===== config.mk =====
export PLATFORM = sky130hd
export DESIGN_NAME = odopc_top
export DESIGN_NICKNAME = d
export VERILOG_FILES = /design/src/design/odopc_pkg.sv /design/src/design/odopc_win_if.sv /design/src/design/odopc_divider.sv /design/src/design/odopc_top.sv /design/src/design/odopc_window.sv
export VERILOG_INCLUDE_DIRS = /design/src /design/src/design
export SDC_FILE = /design/constraint.sdc
export NUM_CORES = 1
export LEC_CHECK = 0
export BUFFER_PORTS_ARGS = -buffer_cell sky130_fd_sc_hd__buf_2
export CAP_MARGIN = 20
export CORE_MARGIN = 5
export CORE_UTILIZATION = 60
export CTS_CLUSTER_DIAMETER = 120
export DETAILED_ROUTE_END_ITERATION = 7
export GPL_ROUTABILITY_DRIVEN = 0
export GPL_TIMING_DRIVEN = 1
export PLACE_DENSITY = 0.8
export SKIP_CTS_REPAIR_TIMING = 1
export SYNTH_ARGS = -nofsm -noshare
export SYNTH_HDL_FRONTEND = slang
export SYNTH_HIERARCHICAL = 1
export SYNTH_SLANG_ARGS = --single-unit

===== constraint.sdc =====
create_clock -name clk -period 4.27 [get_ports clk]
set_input_delay 1.0675 -clock clk [delete_from_list [all_inputs] [get_ports clk]]
set_output_delay 1.0675 -clock clk [all_outputs]
set_load 0.01 [all_outputs]

===== src/design/odopc_consts.svh =====
/*
 * Constants of the odometer pulse conditioning block: register offsets, field positions, reset values and timing.
 * Assumes it is included by bare name wherever a figure below is needed; it holds definitions only.
 */
`ifndef ODOPC_CONSTS_SVH
`define ODOPC_CONSTS_SVH

// Clock rate in MHz; windows below are given in milliseconds.
`define ODOPC_CLK_MHZ 250
`define ODOPC_RATE_WIN_MS 1000
`define ODOPC_SPEED_WIN_MS 500

// Highest pulse count per rate window that is still accepted.
`define ODOPC_RATE_LIMIT 16'h1388

// Cross-check pulse counts: correlation distance, check span, and fewest pulses a live input must show.
`define ODOPC_CORR_PULSES 8'h3C
`define ODOPC_CHECK_PULSES 8'h3C
`define ODOPC_MISS_PULSES 8'h0F

// Register byte offsets.
`define ODOPC_REG_CTRL 8'h00
`define ODOPC_REG_CMD 8'h04
`define ODOPC_REG_STATUS 8'h08
`define ODOPC_REG_IRQ_STAT 8'h0C
`define ODOPC_REG_IRQ_MASK 8'h10
`define ODOPC_REG_SPEED 8'h14

// Control register fields.
`define ODOPC_CTRL_SEL 0
`define ODOPC_CTRL_FSEL 1
`define ODOPC_CTRL_VIEW 2
`define ODOPC_CTRL_SHIFT 3

// Command register fields, each a one-shot action on write of a one.
`define ODOPC_CMD_STEP 0
`define ODOPC_CMD_SHIFT 1
`define ODOPC_CMD_ADJ 2

// Interrupt status and mask fields.
`define ODOPC_IRQ_FAST 0
`define ODOPC_IRQ_FAIL1 1
`define ODOPC_IRQ_FAIL2 2

// Reset values.
`define ODOPC_RATIO_RST 3'h0
`define ODOPC_CTRL_RST 4'h0
`define ODOPC_MASK_RST 3'h0

`endif


===== src/design/odopc_pkg.sv =====
/*
 * Types and shared arithmetic of the odometer pulse conditioning block.
 * Assumes nothing beyond a SystemVerilog compiler.
 */
package odopc_pkg;

	typedef logic [2:0] odopc_ratio_t;

	typedef enum logic [1:0] {
		CC_IDLE = 2'b00,
		CC_CORR = 2'b01,
		CC_WATCH = 2'b10
	} odopc_cc_state_t;

	// Division ratio from its code: 1, 2, 4 ... 128.
	function automatic logic [7:0] odopc_ratio_val(input odopc_ratio_t code);
		odopc_ratio_val = 8'h01 << code;
	endfunction

endpackage


===== src/design/odopc_win_if.sv =====
/*
 * Carrier between the top and a windowed pulse counter.
 * Assumes one counter per instance and the top on the user side.
 */
interface odopc_win_if;
	logic pulse;
	logic [15:0] limit;
	logic [15:0] count;
	logic over;
	logic done;

	modport cnt (input pulse, input limit, output count, output over, output done);
	modport user (output pulse, output limit, input count, input over, input done);
endinterface


===== src/design/odopc_divider.sv =====
/*
 * Power-of-two pulse divider for the second odometer input.
 * Assumes one-cycle qualified input pulses and a restart pulse whenever the ratio changes.
 */
module odopc_divider
	import odopc_pkg::*;
(
	// Clock and reset.
	input wire logic clk,
	input wire logic reset,
	// Control.
	input odopc_pkg::odopc_ratio_t ratio_code,
	input wire logic restart,
	// Pulses.
	input wire logic pulse_in,
	output logic pulse_out
);
	import odopc_pkg::*;

	logic [7:0] cnt_ff;
	logic [7:0] last;

	assign last = odopc_ratio_val(ratio_code) - 8'h01;

	always_ff @(posedge clk or posedge reset) begin
		if (reset) begin
			cnt_ff <= 8'h00;
			pulse_out <= 1'b0;
		end else if (restart) begin
			cnt_ff <= 8'h00;
			pulse_out <= 1'b0;
		end else if (pulse_in) begin
			if (cnt_ff >= last) begin
				cnt_ff <= 8'h00;
				pulse_out <= 1'b1;
			end else begin
				cnt_ff <= cnt_ff + 8'h01;
				pulse_out <= 1'b0;
			end
		end else begin
			pulse_out <= 1'b0;
		end
	end
endmodule // odopc_divider


===== src/design/odopc_top.sv =====
/*
 * Odometer pulse input conditioning: input edge qualification, divider on the second input, over-rate warning,
 * speed sampling, factor selection, transducer cross-check, register port and interrupt.
 * Assumes pulse inputs synchronous to clk and a plain register port master that never overlaps strobes.
 */
// The implementer's own choices: the register offsets and the address-and-strobe port.
// Notes on behaviour
// - Second input pulses are divided by 1, 2, 4, 8, 16, 32, 64 or 128.
// - First input is always undivided and never shows a ratio.
// - Over 5000 pulses per second on the active input raises a too-fast warning.
// - Each ratio-select action steps the second input ratio to another value.
// - Ratio shows only with input two selected, special view and shift held.
// - Duplicate output carries the divided second-input pulses.
// - Each input has its own factor pair, giving four factor choices.
// - Cross-check first correlates both inputs over about 0.03 mile.
// - A disagreement raises a warning naming the failed input.
// - Shift, factor adjustment or input change clears a pending warning.
// - Clearing by shift or adjustment disarms until the input is changed.
// - Speed is sampled from the pulse stream every half second.
`include "odopc_consts.svh"

module odopc_top #(
	parameter int RATE_WIN_CYC = `ODOPC_RATE_WIN_MS * `ODOPC_CLK_MHZ * 1000,
	parameter int SPEED_WIN_CYC = `ODOPC_SPEED_WIN_MS * `ODOPC_CLK_MHZ * 1000
) (
	// Clock and reset.
	input wire logic clk,
	input wire logic reset,
	// Transducer inputs.
	input wire logic odo1_in,
	input wire logic odo2_in,
	// Register port.
	input wire logic [7:0] addr,
	input wire logic [31:0] wdata,
	input wire logic wr,
	input wire logic rd,
	output logic [31:0] rdata,
	// Pulse outputs.
	output logic dup_pulse_out,
	output logic count_pulse_out,
	// Display indications.
	output logic too_fast_warning,
	output logic first_source_failed_warning,
	output logic second_source_failed_warning,
	output logic ratio_show,
	output logic [7:0] ratio_value,
	output logic [1:0] factor_index,
	// Interrupt.
	output logic irq
);
	import odopc_pkg::*;

	logic prev1_ff;
	logic prev2_ff;
	logic q1;
	logic q2;
	logic div2;
	logic active_pulse;
	logic [3:0] ctrl_ff;
	odopc_ratio_t ratio_ff;
	logic [2:0] mask_ff;
	logic [2:0] irq_stat_ff;
	logic [2:0] nxt_irq_stat;
	logic [2:0] irq_ev;
	logic [15:0] speed_ff;
	logic fast_prev_ff;
	odopc_cc_state_t cc_state_ff;
	logic [7:0] c1_ff;
	logic [7:0] c2_ff;
	logic warn1_ff;
	logic warn2_ff;
	logic ctrl_wr;
	logic cmd_wr;
	logic sel_chg;
	logic shift_ev;
	logic adj_ev;
	logic step_ev;
	logic view_ok;

	odopc_win_if rate_if ();
	odopc_win_if speed_if ();

	// Inputs are qualified on their rising edge, so a held level counts once.
	always_ff @(posedge clk or posedge reset) begin
		if (reset) begin
			prev1_ff <= 1'b0;
			prev2_ff <= 1'b0;
		end else begin
			prev1_ff <= odo1_in;
			prev2_ff <= odo2_in;
		end
	end

	assign q1 = odo1_in & ~prev1_ff;
	assign q2 = odo2_in & ~prev2_ff;

	// Register port decode.
	assign ctrl_wr = wr && (addr == `ODOPC_REG_CTRL);
	assign cmd_wr = wr && (addr == `ODOPC_REG_CMD);
	assign sel_chg = ctrl_wr && (wdata[`ODOPC_CTRL_SEL] != ctrl_ff[`ODOPC_CTRL_SEL]);
	assign shift_ev = cmd_wr && wdata[`ODOPC_CMD_SHIFT];
	assign adj_ev = cmd_wr && wdata[`ODOPC_CMD_ADJ];
	assign view_ok = ctrl_ff[`ODOPC_CTRL_SEL] && ctrl_ff[`ODOPC_CTRL_VIEW] && ctrl_ff[`ODOPC_CTRL_SHIFT];
	// Stepping is only reachable from the ratio view, as on the front panel.
	assign step_ev = cmd_wr && wdata[`ODOPC_CMD_STEP] && view_ok;

	always_ff @(posedge clk or posedge reset) begin
		if (reset) begin
			ctrl_ff <= `ODOPC_CTRL_RST;
		end else if (ctrl_wr) begin
			ctrl_ff <= wdata[3:0];
		end
	end

	always_ff @(posedge clk or posedge reset) begin
		if (reset) begin
			ratio_ff <= `ODOPC_RATIO_RST;
		end else if (step_ev) begin
			ratio_ff <= ratio_ff + 3'h1;
		end
	end

	odopc_divider u_div (
		.clk(clk),
		.reset(reset),
		.ratio_code(ratio_ff),
		.restart(step_ev),
		.pulse_in(q2),
		.pulse_out(div2)
	);

	// The first input bypasses the divider entirely.
	assign active_pulse = ctrl_ff[`ODOPC_CTRL_SEL] ? div2 : q1;

	always_ff @(posedge clk or posedge reset) begin
		if (reset) begin
			dup_pulse_out <= 1'b0;
			count_pulse_out <= 1'b0;
		end else begin
			dup_pulse_out <= div2;
			count_pulse_out <= active_pulse;
		end
	end

	// Over-rate detection on the active input.
	assign rate_if.pulse = active_pulse;
	assign rate_if.limit = `ODOPC_RATE_LIMIT;

	odopc_window #(
		.WIN_CYC(RATE_WIN_CYC)
	) u_rate (
		.clk(clk),
		.reset(reset),
		.win(rate_if.cnt)
	);

	// Speed sampling uses the same counter on a shorter window; no limit applies.
	assign speed_if.pulse = active_pulse;
	assign speed_if.limit = 16'hFFFF;

	odopc_window #(
		.WIN_CYC(SPEED_WIN_CYC)
	) u_speed (
		.clk(clk),
		.reset(reset),
		.win(speed_if.cnt)
	);

	always_ff @(posedge clk or posedge reset) begin
		if (reset) begin
			speed_ff <= 16'h0000;
		end else if (speed_if.done) begin
			speed_ff <= speed_if.count;
		end
	end

	// The warning tracks the last full window, so it drops once a window comes in at or under the limit.
	always_ff @(posedge clk or posedge reset) begin
		if (reset) begin
			too_fast_warning <= 1'b0;
			fast_prev_ff <= 1'b0;
		end else begin
			too_fast_warning <= rate_if.over;
			fast_prev_ff <= too_fast_warning;
		end
	end

	// Display indications.
	always_ff @(posedge clk or posedge reset) begin
		if (reset) begin
			ratio_show <= 1'b0;
			ratio_value <= 8'h01;
			factor_index <= 2'h0;
		end else begin
			ratio_show <= view_ok;
			ratio_value <= odopc_ratio_val(ratio_ff);
			factor_index <= {ctrl_ff[`ODOPC_CTRL_SEL], ctrl_ff[`ODOPC_CTRL_FSEL]};
		end
	end

	// Transducer cross-check. Correlation-phase counts saturate so a dead input cannot wrap into agreement.
	always_ff @(posedge clk or posedge reset) begin
		if (reset) begin
			cc_state_ff <= CC_IDLE;
			c1_ff <= 8'h00;
			c2_ff <= 8'h00;
			warn1_ff <= 1'b0;
			warn2_ff <= 1'b0;
		end else if (sel_chg) begin
			cc_state_ff <= CC_CORR;
			c1_ff <= 8'h00;
			c2_ff <= 8'h00;
			warn1_ff <= 1'b0;
			warn2_ff <= 1'b0;
		end else if (shift_ev || adj_ev) begin
			warn1_ff <= 1'b0;
			warn2_ff <= 1'b0;
			if (warn1_ff || warn2_ff) begin
				cc_state_ff <= CC_IDLE;
			end
		end else begin
			case (cc_state_ff)
				CC_IDLE: begin
					c1_ff <= 8'h00;
					c2_ff <= 8'h00;
				end
				CC_CORR: begin
					if (c1_ff >= `ODOPC_CORR_PULSES && c2_ff >= `ODOPC_CORR_PULSES) begin
						cc_state_ff <= CC_WATCH;
						c1_ff <= 8'h00;
						c2_ff <= 8'h00;
					end else begin
						if (q1 && c1_ff != 8'hFF) c1_ff <= c1_ff + 8'h01;
						if (div2 && c2_ff != 8'hFF) c2_ff <= c2_ff + 8'h01;
					end
				end
				CC_WATCH: begin
					if (c1_ff >= `ODOPC_CHECK_PULSES || c2_ff >= `ODOPC_CHECK_PULSES) begin
						c1_ff <= 8'h00;
						c2_ff <= 8'h00;
						if (c1_ff < `ODOPC_MISS_PULSES) begin
							warn1_ff <= 1'b1;
							cc_state_ff <= CC_IDLE;
						end else if (c2_ff < `ODOPC_MISS_PULSES) begin
							warn2_ff <= 1'b1;
							cc_state_ff <= CC_IDLE;
						end
					end else begin
						if (q1) c1_ff <= c1_ff + 8'h01;
						if (div2) c2_ff <= c2_ff + 8'h01;
					end
				end
				default: begin
					cc_state_ff <= CC_IDLE;
				end
			endcase
		end
	end

	always_ff @(posedge clk or posedge reset) begin
		if (reset) begin
			first_source_failed_warning <= 1'b0;
			second_source_failed_warning <= 1'b0;
		end else begin
			first_source_failed_warning <= warn1_ff;
			second_source_failed_warning <= warn2_ff;
		end
	end

	// Interrupt: sticky status, write one to clear; a new event in the clearing cycle survives.
	assign irq_ev[`ODOPC_IRQ_FAST] = too_fast_warning && !fast_prev_ff;
	assign irq_ev[`ODOPC_IRQ_FAIL1] = warn1_ff && !first_source_failed_warning;
	assign irq_ev[`ODOPC_IRQ_FAIL2] = warn2_ff && !second_source_failed_warning;

	always_comb begin
		nxt_irq_stat = irq_stat_ff;
		if (wr && addr == `ODOPC_REG_IRQ_STAT) begin
			nxt_irq_stat = nxt_irq_stat & ~wdata[2:0];
		end
		nxt_irq_stat = nxt_irq_stat | irq_ev;
	end

	always_ff @(posedge clk or posedge reset) begin
		if (reset) begin
			irq_stat_ff <= 3'h0;
			irq <= 1'b0;
		end else begin
			irq_stat_ff <= nxt_irq_stat;
			irq <= |(nxt_irq_stat & mask_ff);
		end
	end

	always_ff @(posedge clk or posedge reset) begin
		if (reset) begin
			mask_ff <= `ODOPC_MASK_RST;
		end else if (wr && addr == `ODOPC_REG_IRQ_MASK) begin
			mask_ff <= wdata[2:0];
		end
	end

	// Read data stand for exactly one cycle after the strobe; unmapped offsets read zero.
	always_ff @(posedge clk or posedge reset) begin
		if (reset) begin
			rdata <= 32'h0000_0000;
		end else if (rd) begin
			case (addr)
				`ODOPC_REG_CTRL: rdata <= {28'h000_0000, ctrl_ff};
				`ODOPC_REG_STATUS: rdata <= {22'h00_0000, cc_state_ff, second_source_failed_warning,
					first_source_failed_warning, ratio_show, too_fast_warning, 1'b0, ratio_ff};
				`ODOPC_REG_IRQ_STAT: rdata <= {29'h0000_0000, irq_stat_ff};
				`ODOPC_REG_IRQ_MASK: rdata <= {29'h0000_0000, mask_ff};
				`ODOPC_REG_SPEED: rdata <= {16'h0000, speed_ff};
				default: rdata <= 32'h0000_0000;
			endcase
		end else begin
			rdata <= 32'h0000_0000;
		end
	end
endmodule // odopc_top


===== src/design/odopc_window.sv =====
/*
 * Counts pulses over a fixed window of clock cycles and reports the total and an over-limit flag.
 * Assumes one-cycle pulses; the count saturates rather than wrapping.
 */
module odopc_window #(
	parameter int WIN_CYC = 1000
) (
	// Clock and reset.
	input wire logic clk,
	input wire logic reset,
	// Counter side of the carrier.
	odopc_win_if.cnt win
);
	logic [31:0] tick_ff;
	logic [15:0] acc_ff;
	logic [15:0] total;
	logic win_end;

	assign win_end = (tick_ff == 32'(WIN_CYC - 1));
	assign total = (win.pulse && acc_ff != 16'hFFFF) ? acc_ff + 16'h0001 : acc_ff;

	always_ff @(posedge clk or posedge reset) begin
		if (reset) begin
			tick_ff <= 32'h0000_0000;
		end else if (win_end) begin
			tick_ff <= 32'h0000_0000;
		end else begin
			tick_ff <= tick_ff + 32'h0000_0001;
		end
	end

	always_ff @(posedge clk or posedge reset) begin
		if (reset) begin
			acc_ff <= 16'h0000;
			win.count <= 16'h0000;
			win.over <= 1'b0;
			win.done <= 1'b0;
		end else if (win_end) begin
			acc_ff <= 16'h0000;
			win.count <= total;
			win.over <= (total > win.limit);
			win.done <= 1'b1;
		end else begin
			acc_ff <= total;
			win.done <= 1'b0;
		end
	end
endmodule // odopc_window


==> impl_metrics.json, run 1 <==
{
  "setup_viol": 0,
  "syn_area_per_cell_sq_um": 10.1,
  "dr_wl_met3_um": 1260,
  "cap_violations": 0,
  "hold_slack_ns": 0.435,
  "grt_pass1_wl_um": 36100,
  "rows": 48,
  "ir_drop_v": 0.000291,
  "cts_tree": "yes",
  "drtPass1Iterations": 6,
  "hold_viol_final": 0,
  "end_kind": "flip-flop",
  "worstReg2RegStart": "u_rate/acc_ff[0]$_DFF_PP0_",
  "areaGrowthSynthToFinish_pct": 11.3,
  "nNetsFinal": 1219,
  "crit_path_max_incr_delay_ns": 0.63,
  "ys.warnings.count": 6,
  "share_seq_of_total_power_pct": 47.4,
  "required_ns": 4.68,
  "met1_length_um": 9320,
  "cp_top_family": "simple AND/OR/NAND/NOR gates",
  "p_sw_mw": 1.17,
  "io_buffers": 50,
  "antennaDiodeCount": 0,
  "wl_um": 21500,
  "grt_pass1_vias": 7659,
  "antenna_found_initial": 0,
  "ff2ff_setup_slack_ns": 0.95,
  "rsz0062_at_grt": "no",
  "ios": 95,
  "crit_path_start_kind": "flip-flop",
  "htreeDepth": 1,
  "die_area_sq_um": 20500,
  "cts.sinks": 208,
  "clockBufferDepth": 3,
  "grt_max_degree": 64,
  "switching_share_pct": 25.4,
  "cp_slowest_cell": "nor4_2",
  "die_width_um": 143,
  "slew_headroom_pct": 38.2,
  "path_buf_inv": 1,
  "core_area_sq_um": 17400,
  "viasPerCell": 5.73,
  "drt_iter0_markers": 506,
  "finClkSkew_ns": 0.0119,
  "final_util_pct": 68.4,
  "start_util_pct": 61.5,
  "cp-endpoint": "u_rate/win.over$_DFFE_PP0P_",
  "insertion_delay_ns": 0.51,
  "p_leak_nw": 5.74,
  "drive_above_1_share_pct": 13.1,
  "clkSlewWorstSetupHoldPaths_ns": 0.06,
  "arrival_ns": 3.73,
  "fin_crit_ns": 3.32,
  "cts_buffers": 22,
  "status": "complete, no violations",
  "worst_hold_path_type": "reg2reg",
  "regToRegEndpoint": "u_rate/win.over$_DFFE_PP0P_",
  "worst_pin_slew_ns": 0.925,
  "grt-ovfl-total": 0,
  "syn_area_sq_um": 10700,
  "met2WireLength_um": 10500,
  "startpoint": "u_rate/acc_ff[0]$_DFF_PP0_",
  "power.internal_mw": 3.44,
  "drc": 0,
  "cp.depth": 12,
  "syn_inst": 1058,
  "power_density_nw_per_um2": 388,
  "path_max_fanout": 8,
  "rr_worst_depth": 12,
  "wire_per_inst_um": 15.7,
  "maxSlewViolCount": 0,
  "worst-setup-path-type": "reg2reg",
  "ant_nets": 0,
  "grt_usage_pct": 21.0,
  "pwr-share-clk_pct": 41.5,
  "crit_chain": "ha_1 > nand3_1 > nor4_2 > nor3b_1 > xnor2_1 > inv_1 > ha_1 > nand4_1 > or3_1 > a21oi_1 > nor3b_1 > o31ai_2",
  "combPwrFrac_pct": 11.1,
  "route.top_layer_used": "met4",
  "hpwl_um": 14800,
  "max_freq_mhz": 301,
  "tns_ns": 0,
  "fin_crit_sh_pct": 77.7,
  "cts-root-buf": "clkbuf_16",
  "die_y_um": 143,
  "dr_total_vias": 7854
}
==> cell type report <==
cell class              count  area [sq um]
fillers                  1322          5480
clock buffers              34           646
inverters                  65           245
repair buffers             59           343
clock inverters             5          86.3
multi-input cells         775          5060
well taps                 225           282
flip-flops and latches    208          5210
==> per-stage QoR <==
step           power [mW]  worst slack (ns)  instances  area, sq um
6_report             4.61             0.952       1371        11900
5_1_grt              4.84             0.591       1371        11900
4_1_cts              4.65             0.972       1369        11800
3_5_place_dp         2.72             0.458       1330        11100
3_3_place_gp         2.69             0.536       1330        11100
2_1_floorplan        2.59             0.409       1088        10800
==> power groups by stage <==
| stage | Clock [mW] | Sequential, mW | Combinational [mW] |
|---|---|---|---|
| 2_1_floorplan | 0 | 2.19 | 0.398 |
| 3_3_place_gp | 0 | 2.21 | 0.479 |
| 3_5_place_dp | 0 | 2.22 | 0.501 |
| 4_1_cts | 1.95 | 2.18 | 0.510 |
| 5_1_grt | 2.06 | 2.20 | 0.591 |
| 6_report | 1.91 | 2.19 | 0.512 |
==> state kept, by name, indices dropped and copies added (netlist names), 2 cells and up <==
register           count
u_speed/tick_ff       32
speed_ff              16
c1_ff                  8
mask_ff                3
u_div/cnt_ff           8
ratio_value            8
ctrl_ff                4
factor_index           2
rdata                 16
cc_state_ff            2
irq_stat_ff            3
ratio_ff               3
u_rate/tick_ff        32
u_speed/acc_ff        16
u_rate/acc_ff         16
u_speed/win.count     16
c2_ff                  8
==> routing by layer <==
layer,global-route usage [%],vias to the layer above
li1,-,3823
met1,28.1,3805
met2,36.4,199
met3,3.39,27
met4,4.96,0
met5,0,-
==> layout by cell type, fill, tap and decap left out, types with 4 or more instances in the layout <==
master,count
mux2_2,24
nor2_1,112
clkbuf_8,5
or3_1,7
nor4_4,4
o21ai_0,48
a21o_1,4
and2_1,14
a211o_1,4
clkbuf_1,7
nor2b_1,9
buf_2,50
nor3_1,22
o211ai_1,7
buf_4,7
o22ai_1,4
dfrtp_1,207
a31oi_1,5
xnor2_1,47
nand4_1,30
conb_1,33
mux2i_1,7
nand3_1,48
clkbuf_16,22
xor2_1,32
and3_1,30
nand2b_1,7
a222oi_1,4
or4_1,5
nor4_1,25
a21oi_1,30
and4_1,10
ha_1,42
a22o_1,10
inv_1,62
nand2_1,85
nor3b_1,8
==> worst min-delay path by stage <==
stage	from	end	slack (ns)	cells past startpoint
floorplan	u_rate/win.over$_DFFE_PP0P_	too_fast_warning$_DFF_PP0_	0.35	0
global placement	u_rate/win.over$_DFFE_PP0P_	too_fast_warning$_DFF_PP0_	0.40	0
detailed placement	u_rate/win.over$_DFFE_PP0P_	too_fast_warning$_DFF_PP0_	0.42	0
CTS	u_rate/win.over$_DFFE_PP0P_	too_fast_warning$_DFF_PP0_	0.43	0
global route	u_rate/win.over$_DFFE_PP0P_	too_fast_warning$_DFF_PP0_	0.44	0
finish	u_rate/win.over$_DFFE_PP0P_	too_fast_warning$_DFF_PP0_	0.44	0
Note: power is estimated with default switching activity, not from simulation.
==> run 2, diff against run 1 <==
- clock period: 4.27 -> 3.15 ns (I/O delays scaled with it)
==> run 2 against run 1 <==
- final area up 1.6%
- combinational power up 40%
- worst hold slack worse by 0.16 ns
- count of clock-buffer cells in the layout up 3
- fmax up 14%
- critical path depth unchanged
==> impl_metrics.json, run 2 (same netlist as run 1, synthesis figures left out) <==
{
  "ant_nets": 0,
  "areaGrowthSynthToFinish_pct": 13.0,
  "dp_cells": 1348,
  "rsz0062_at_grt": "no",
  "setup_viol": 0,
  "cts_buffers": 23,
  "layout_common_cells": "dfrtp_1, nor2_1, nand2_1, inv_1, buf_2",
  "cap_violations": 0,
  "register_area_sq_um": 5210,
  "die_width_um": 143,
  "startpoint": "prev1_ff$_DFF_PP0_",
  "finClkSkew_ns": 0.0195,
  "status": "complete, no violations",
  "grt-ovfl-total": 0,
  "nNetsFinal": 1237,
  "grt_max_degree": 73,
  "share_seq_of_total_power_pct": 47.2,
  "max_freq_mhz": 342,
  "multi_input_area_sq_um": 5110,
  "pwr-share-clk_pct": 41.4,
  "required_ns": 3.56,
  "combPwrFrac_pct": 11.4,
  "arrival_ns": 3.33,
  "hold_slack_ns": 0.276,
  "switching_share_pct": 25.7,
  "tns_ns": 0,
  "start_util_pct": 61.5,
  "ios": 95,
  "die_area_sq_um": 20500,
  "worstReg2RegStart": "prev1_ff$_DFF_PP0_",
  "cts-root-buf": "clkbuf_16",
  "hold_viol_final": 0,
  "worst_hold_path_type": "in2async",
  "ir_drop_v": 0.000408,
  "drive_above_1_share_pct": 15.0,
  "finalPower_mw": 6.30,
  "cts.sinks": 208,
  "path_max_fanout": 7,
  "regToRegEndpoint": "u_rate/win.over$_DFFE_PP0P_",
  "wire_per_inst_um": 15.7,
  "clockBufferDepth": 3,
  "ff2ff_setup_slack_ns": 0.23,
  "worst_pin_slew_ns": 0.726,
  "p_sw_mw": 1.62,
  "fin_crit_ns": 2.92,
  "drtPass1Iterations": 5,
  "cts_tree": "yes",
  "io_buffers": 50,
  "layout_commonest_cell": "dfrtp_1",
  "hpwl_um": 15400,
  "worst-setup-path-type": "reg2reg",
  "grt_pass1_vias": 7756,
  "insertion_delay_ns": 0.51,
  "rr_worst_depth": 12,
  "end_kind": "flip-flop",
  "power.internal_mw": 4.68,
  "n_fill_cell": 1309,
  "core_area_sq_um": 17400,
  "viasPerCell": 5.70,
  "slew_headroom_pct": 51.5,
  "dr_total_vias": 7935,
  "clkSlewWorstSetupHoldPaths_ns": 0.06,
  "antenna_found_initial": 0,
  "p_leak_nw": 5.85,
  "die_y_um": 143,
  "grt_pass1_wl_um": 36700,
  "drc": 0,
  "drt_iter0_markers": 553,
  "crit_path_start_kind": "flip-flop",
  "htreeDepth": 1,
  "antennaDiodeCount": 0,
  "largestRegisters": "u_rate/tick_ff: 32 flops, u_speed/tick_ff: 32 flops",
  "fin_crit_sh_pct": 92.8,
  "power_density_nw_per_um2": 522,
  "grt_usage_pct": 21.3,
  "instances_no_fill": 1391,
  "wl_um": 21900,
  "maxSlewViolCount": 0,
  "rows": 48
}
## run 2: cell type report
type                    instances  area share (%)
clock buffers                  37            5.71
clock inverters                 5           0.446
inverters                      65            2.03
multi-input cells             775            42.4
flip-flops and latches        208            43.2
well taps                     225            2.33
repair buffers                 76            3.90
## run 2: metal layers
metal | part of all wire (%) | up-vias | track usage [%] | wire (um)
met5 | 0 | - | 0 | 0
met4 | 2.6 | 0 | 6.44 | 574
met3 | 4.6 | 47 | 3.00 | 1010
met2 | 49 | 177 | 36.0 | 10600
met1 | 44 | 3854 | 29.0 | 9650
li1 | - | 3857 | - | -
## run 2: power groups by stage
stage | logic (mW) | registers [mW] | clock network [mW]
after floorplan | 0.542 | 2.97 | 0
after global placement | 0.673 | 3.00 | 0
after detailed placement | 0.704 | 3.01 | 0
after CTS | 0.711 | 2.97 | 2.67
after global routing | 0.820 | 2.99 | 2.79
final | 0.719 | 2.97 | 2.61
## run 2: how the worst max path moves through the flow
stage	to	slack [ns]	cells after the start
floorplan	u_rate/win.over$_DFFE_PP0P_	0.04	12
CTS	u_rate/win.over$_DFFE_PP0P_	0.09	12
detailed placement	u_rate/win.over$_DFFE_PP0P_	-0.12	14
finish	u_rate/win.over$_DFFE_PP0P_	0.23	12
global placement	u_rate/win.over$_DFFE_PP0P_	-0.06	13
global route	u_rate/win.over$_DFFE_PP0P_	0.03	13
## run 2: critical path, cell delays in order, from the launching register on
cell and delay [ns]:
dfrtp_1 0.38, nand2b_1 0.20, o21ai_4 0.17, nand3_4 0.14, nor4_4 0.32, mux2i_1 0.28, inv_1 0.08, ha_1 0.30
nand4_1 0.13, or3_1 0.38, a21oi_1 0.16, nor3b_2 0.07, o31ai_2 0.20
## run 2: metrics by stage
stage               util [%]  cell area (sq um)  worst slack [ns]
finish                  69.5              12100             0.227
global route            69.5              12100            0.0256
CTS                     69.3              12000            0.0909
detailed placement      65.0              11300            -0.123
global placement        65.0              11300           -0.0614
floorplan                  -              10800            0.0372
==> run 3, diff against run 2 <==
- CORE_ASPECT_RATIO: not set -> 0.8
- CTS_CLUSTER_SIZE: not set -> 12
==> run 3 against run 2 <==
- sequential power about the same
- final area decreased by 1.2%
- critical path depth increased by 1
- critical endpoint unchanged
==> impl_metrics.json, run 3 (same netlist as run 1, synthesis figures left out) <==
{
  "p_leak_nw": 5.77,
  "end_kind": "flip-flop",
  "drtPass1Iterations": 5,
  "wl_um": 22300,
  "antenna_found_initial": 0,
  "viasPerCell": 5.76,
  "slew_headroom_pct": 40.4,
  "rsz0062_at_grt": "no",
  "areaGrowthSynthToFinish_pct": 11.7,
  "ant_nets": 0,
  "met1_length_um": 10400,
  "layout_commonest_cell": "dfrtp_1",
  "clkSlewWorstSetupHoldPaths_ns": 0.06,
  "cts_buffers": 21,
  "start_util_pct": 61.4,
  "ir_drop_v": 0.000345,
  "grt-ovfl-total": 0,
  "grt_usage_pct": 21.6,
  "htreeDepth": 1,
  "grt_max_degree": 54,
  "route.top_layer_used": "met4",
  "drc": 0,
  "io_buffers": 50,
  "finalPower_mw": 5.90,
  "arrival_ns": 3.34,
  "maxSlewViolCount": 0,
  "ios": 95,
  "startpoint": "u_rate/acc_ff[1]$_DFF_PP0_",
  "required_ns": 3.55,
  "cts_tree": "yes",
  "final_util_pct": 68.6,
  "grt_pass1_wl_um": 37800,
  "die_width_um": 159,
  "grt_pass1_vias": 7658,
  "worst_hold_path_type": "in2async",
  "crit_path_start_kind": "flip-flop",
  "hold_viol_final": 0,
  "clockBufferDepth": 3,
  "hold_slack_ns": 0.340,
  "dr_total_vias": 7965,
  "worstReg2RegStart": "u_rate/acc_ff[1]$_DFF_PP0_",
  "cts.sinks": 208,
  "n_fill_cell": 1304,
  "path_max_fanout": 5,
  "status": "complete, no violations",
  "fin_crit_ns": 2.94,
  "instances_no_fill": 1383,
  "worst_pin_slew_ns": 0.892,
  "core_area_sq_um": 17400,
  "largestRegisters": "u_rate/tick_ff: 32 flops, u_speed/tick_ff: 32 flops",
  "dp_slack_ns": -0.241,
  "dp_cells": 1349,
  "cts-root-buf": "clkbuf_16",
  "cap_violations": 0,
  "insertion_delay_ns": 0.50,
  "finClkSkew_ns": 0.0201,
  "layout_common_cells": "dfrtp_1, nor2_1, nand2_1, inv_1, buf_2",
  "dr_wl_met3_um": 1220,
  "die_y_um": 129,
  "antennaDiodeCount": 0,
  "drt_iter0_markers": 526,
  "fin_crit_sh_pct": 93.4,
  "met2WireLength_um": 10100,
  "worst-setup-path-type": "reg2reg",
  "hpwl_um": 15900,
  "power_density_nw_per_um2": 495,
  "die_area_sq_um": 20600,
  "setup_viol": 0,
  "rows": 43,
  "max_freq_mhz": 340,
  "wire_per_inst_um": 16.1,
  "finalWorstSetupSlack_ns": 0.207,
  "drive_above_1_share_pct": 14.6,
  "nNetsFinal": 1237
}
## run 3: changes by cell type in the layout (fill, tap and decap cells not counted), moves of 2 or more
cell       delta
buf_4         +2
clkbuf_16     -2
clkbuf_8      -6
clkinv_2      -3
## run 3: cell type report
cell class,count,area [sq um],area share (%)
clock buffers,30,559,4.69
repair buffers,78,485,4.08
well taps,225,282,2.36
clock inverters,2,17.5,0.147
multi-input cells,775,5110,42.9
inverters,65,245,2.06
flip-flops and latches,208,5210,43.7
## run 3: final timing paths
path | cells after the start | slack, ns | endpoint
min reg2reg | 0 | 0.42 | too_fast_warning$_DFF_PP0_
max in group asynchronous | 3 | 1.87 | u_speed/tick_ff[28]$_DFF_PP0_
min in group clk | 1 | 0.41 | prev2_ff$_DFF_PP0_
max | 13 | 0.21 | u_rate/win.over$_DFFE_PP0P_
min | 2 | 0.34 | u_div/cnt_ff[7]$_DFFE_PP0P_
max reg2reg | 13 | 0.21 | u_rate/win.over$_DFFE_PP0P_
## run 3: critical path, cell delays in order (launching register included)
cell      delay (ns)
dfrtp_2         0.40
ha_1            0.21
nand3_2         0.21
nor4_4          0.32
buf_4           0.18
nand2b_1        0.18
mux2i_1         0.27
inv_1           0.07
ha_1            0.29
nor2b_1         0.15
o211ai_1        0.11
a21oi_1         0.16
nor3b_1         0.08
o31ai_2         0.22
## run 3: layer usage
metal / vias up / track usage (%)
met5: - / 0
met4: 0 / 5.97
met3: 45 / 2.96
met2: 222 / 34.6
met1: 3845 / 31.5
li1: 3853 / -
## run 3: through the flow
step / setup TNS, ns / instance area [sq um]
detailed placement: -0.241 / 11300
floorplan: 0 / 10800
finish: 0 / 11900
global route: 0 / 11900
CTS: 0 / 11900
global placement: -0.0996 / 11300
## run 3: power by group
group | internal (mW) | switching, mW | total (mW)
Clock | 1.23 | 0.976 | 2.20
Combinational | 0.301 | 0.433 | 0.735
Sequential | 2.81 | 0.155 | 2.96
Total | 4.34 | 1.56 | 5.90
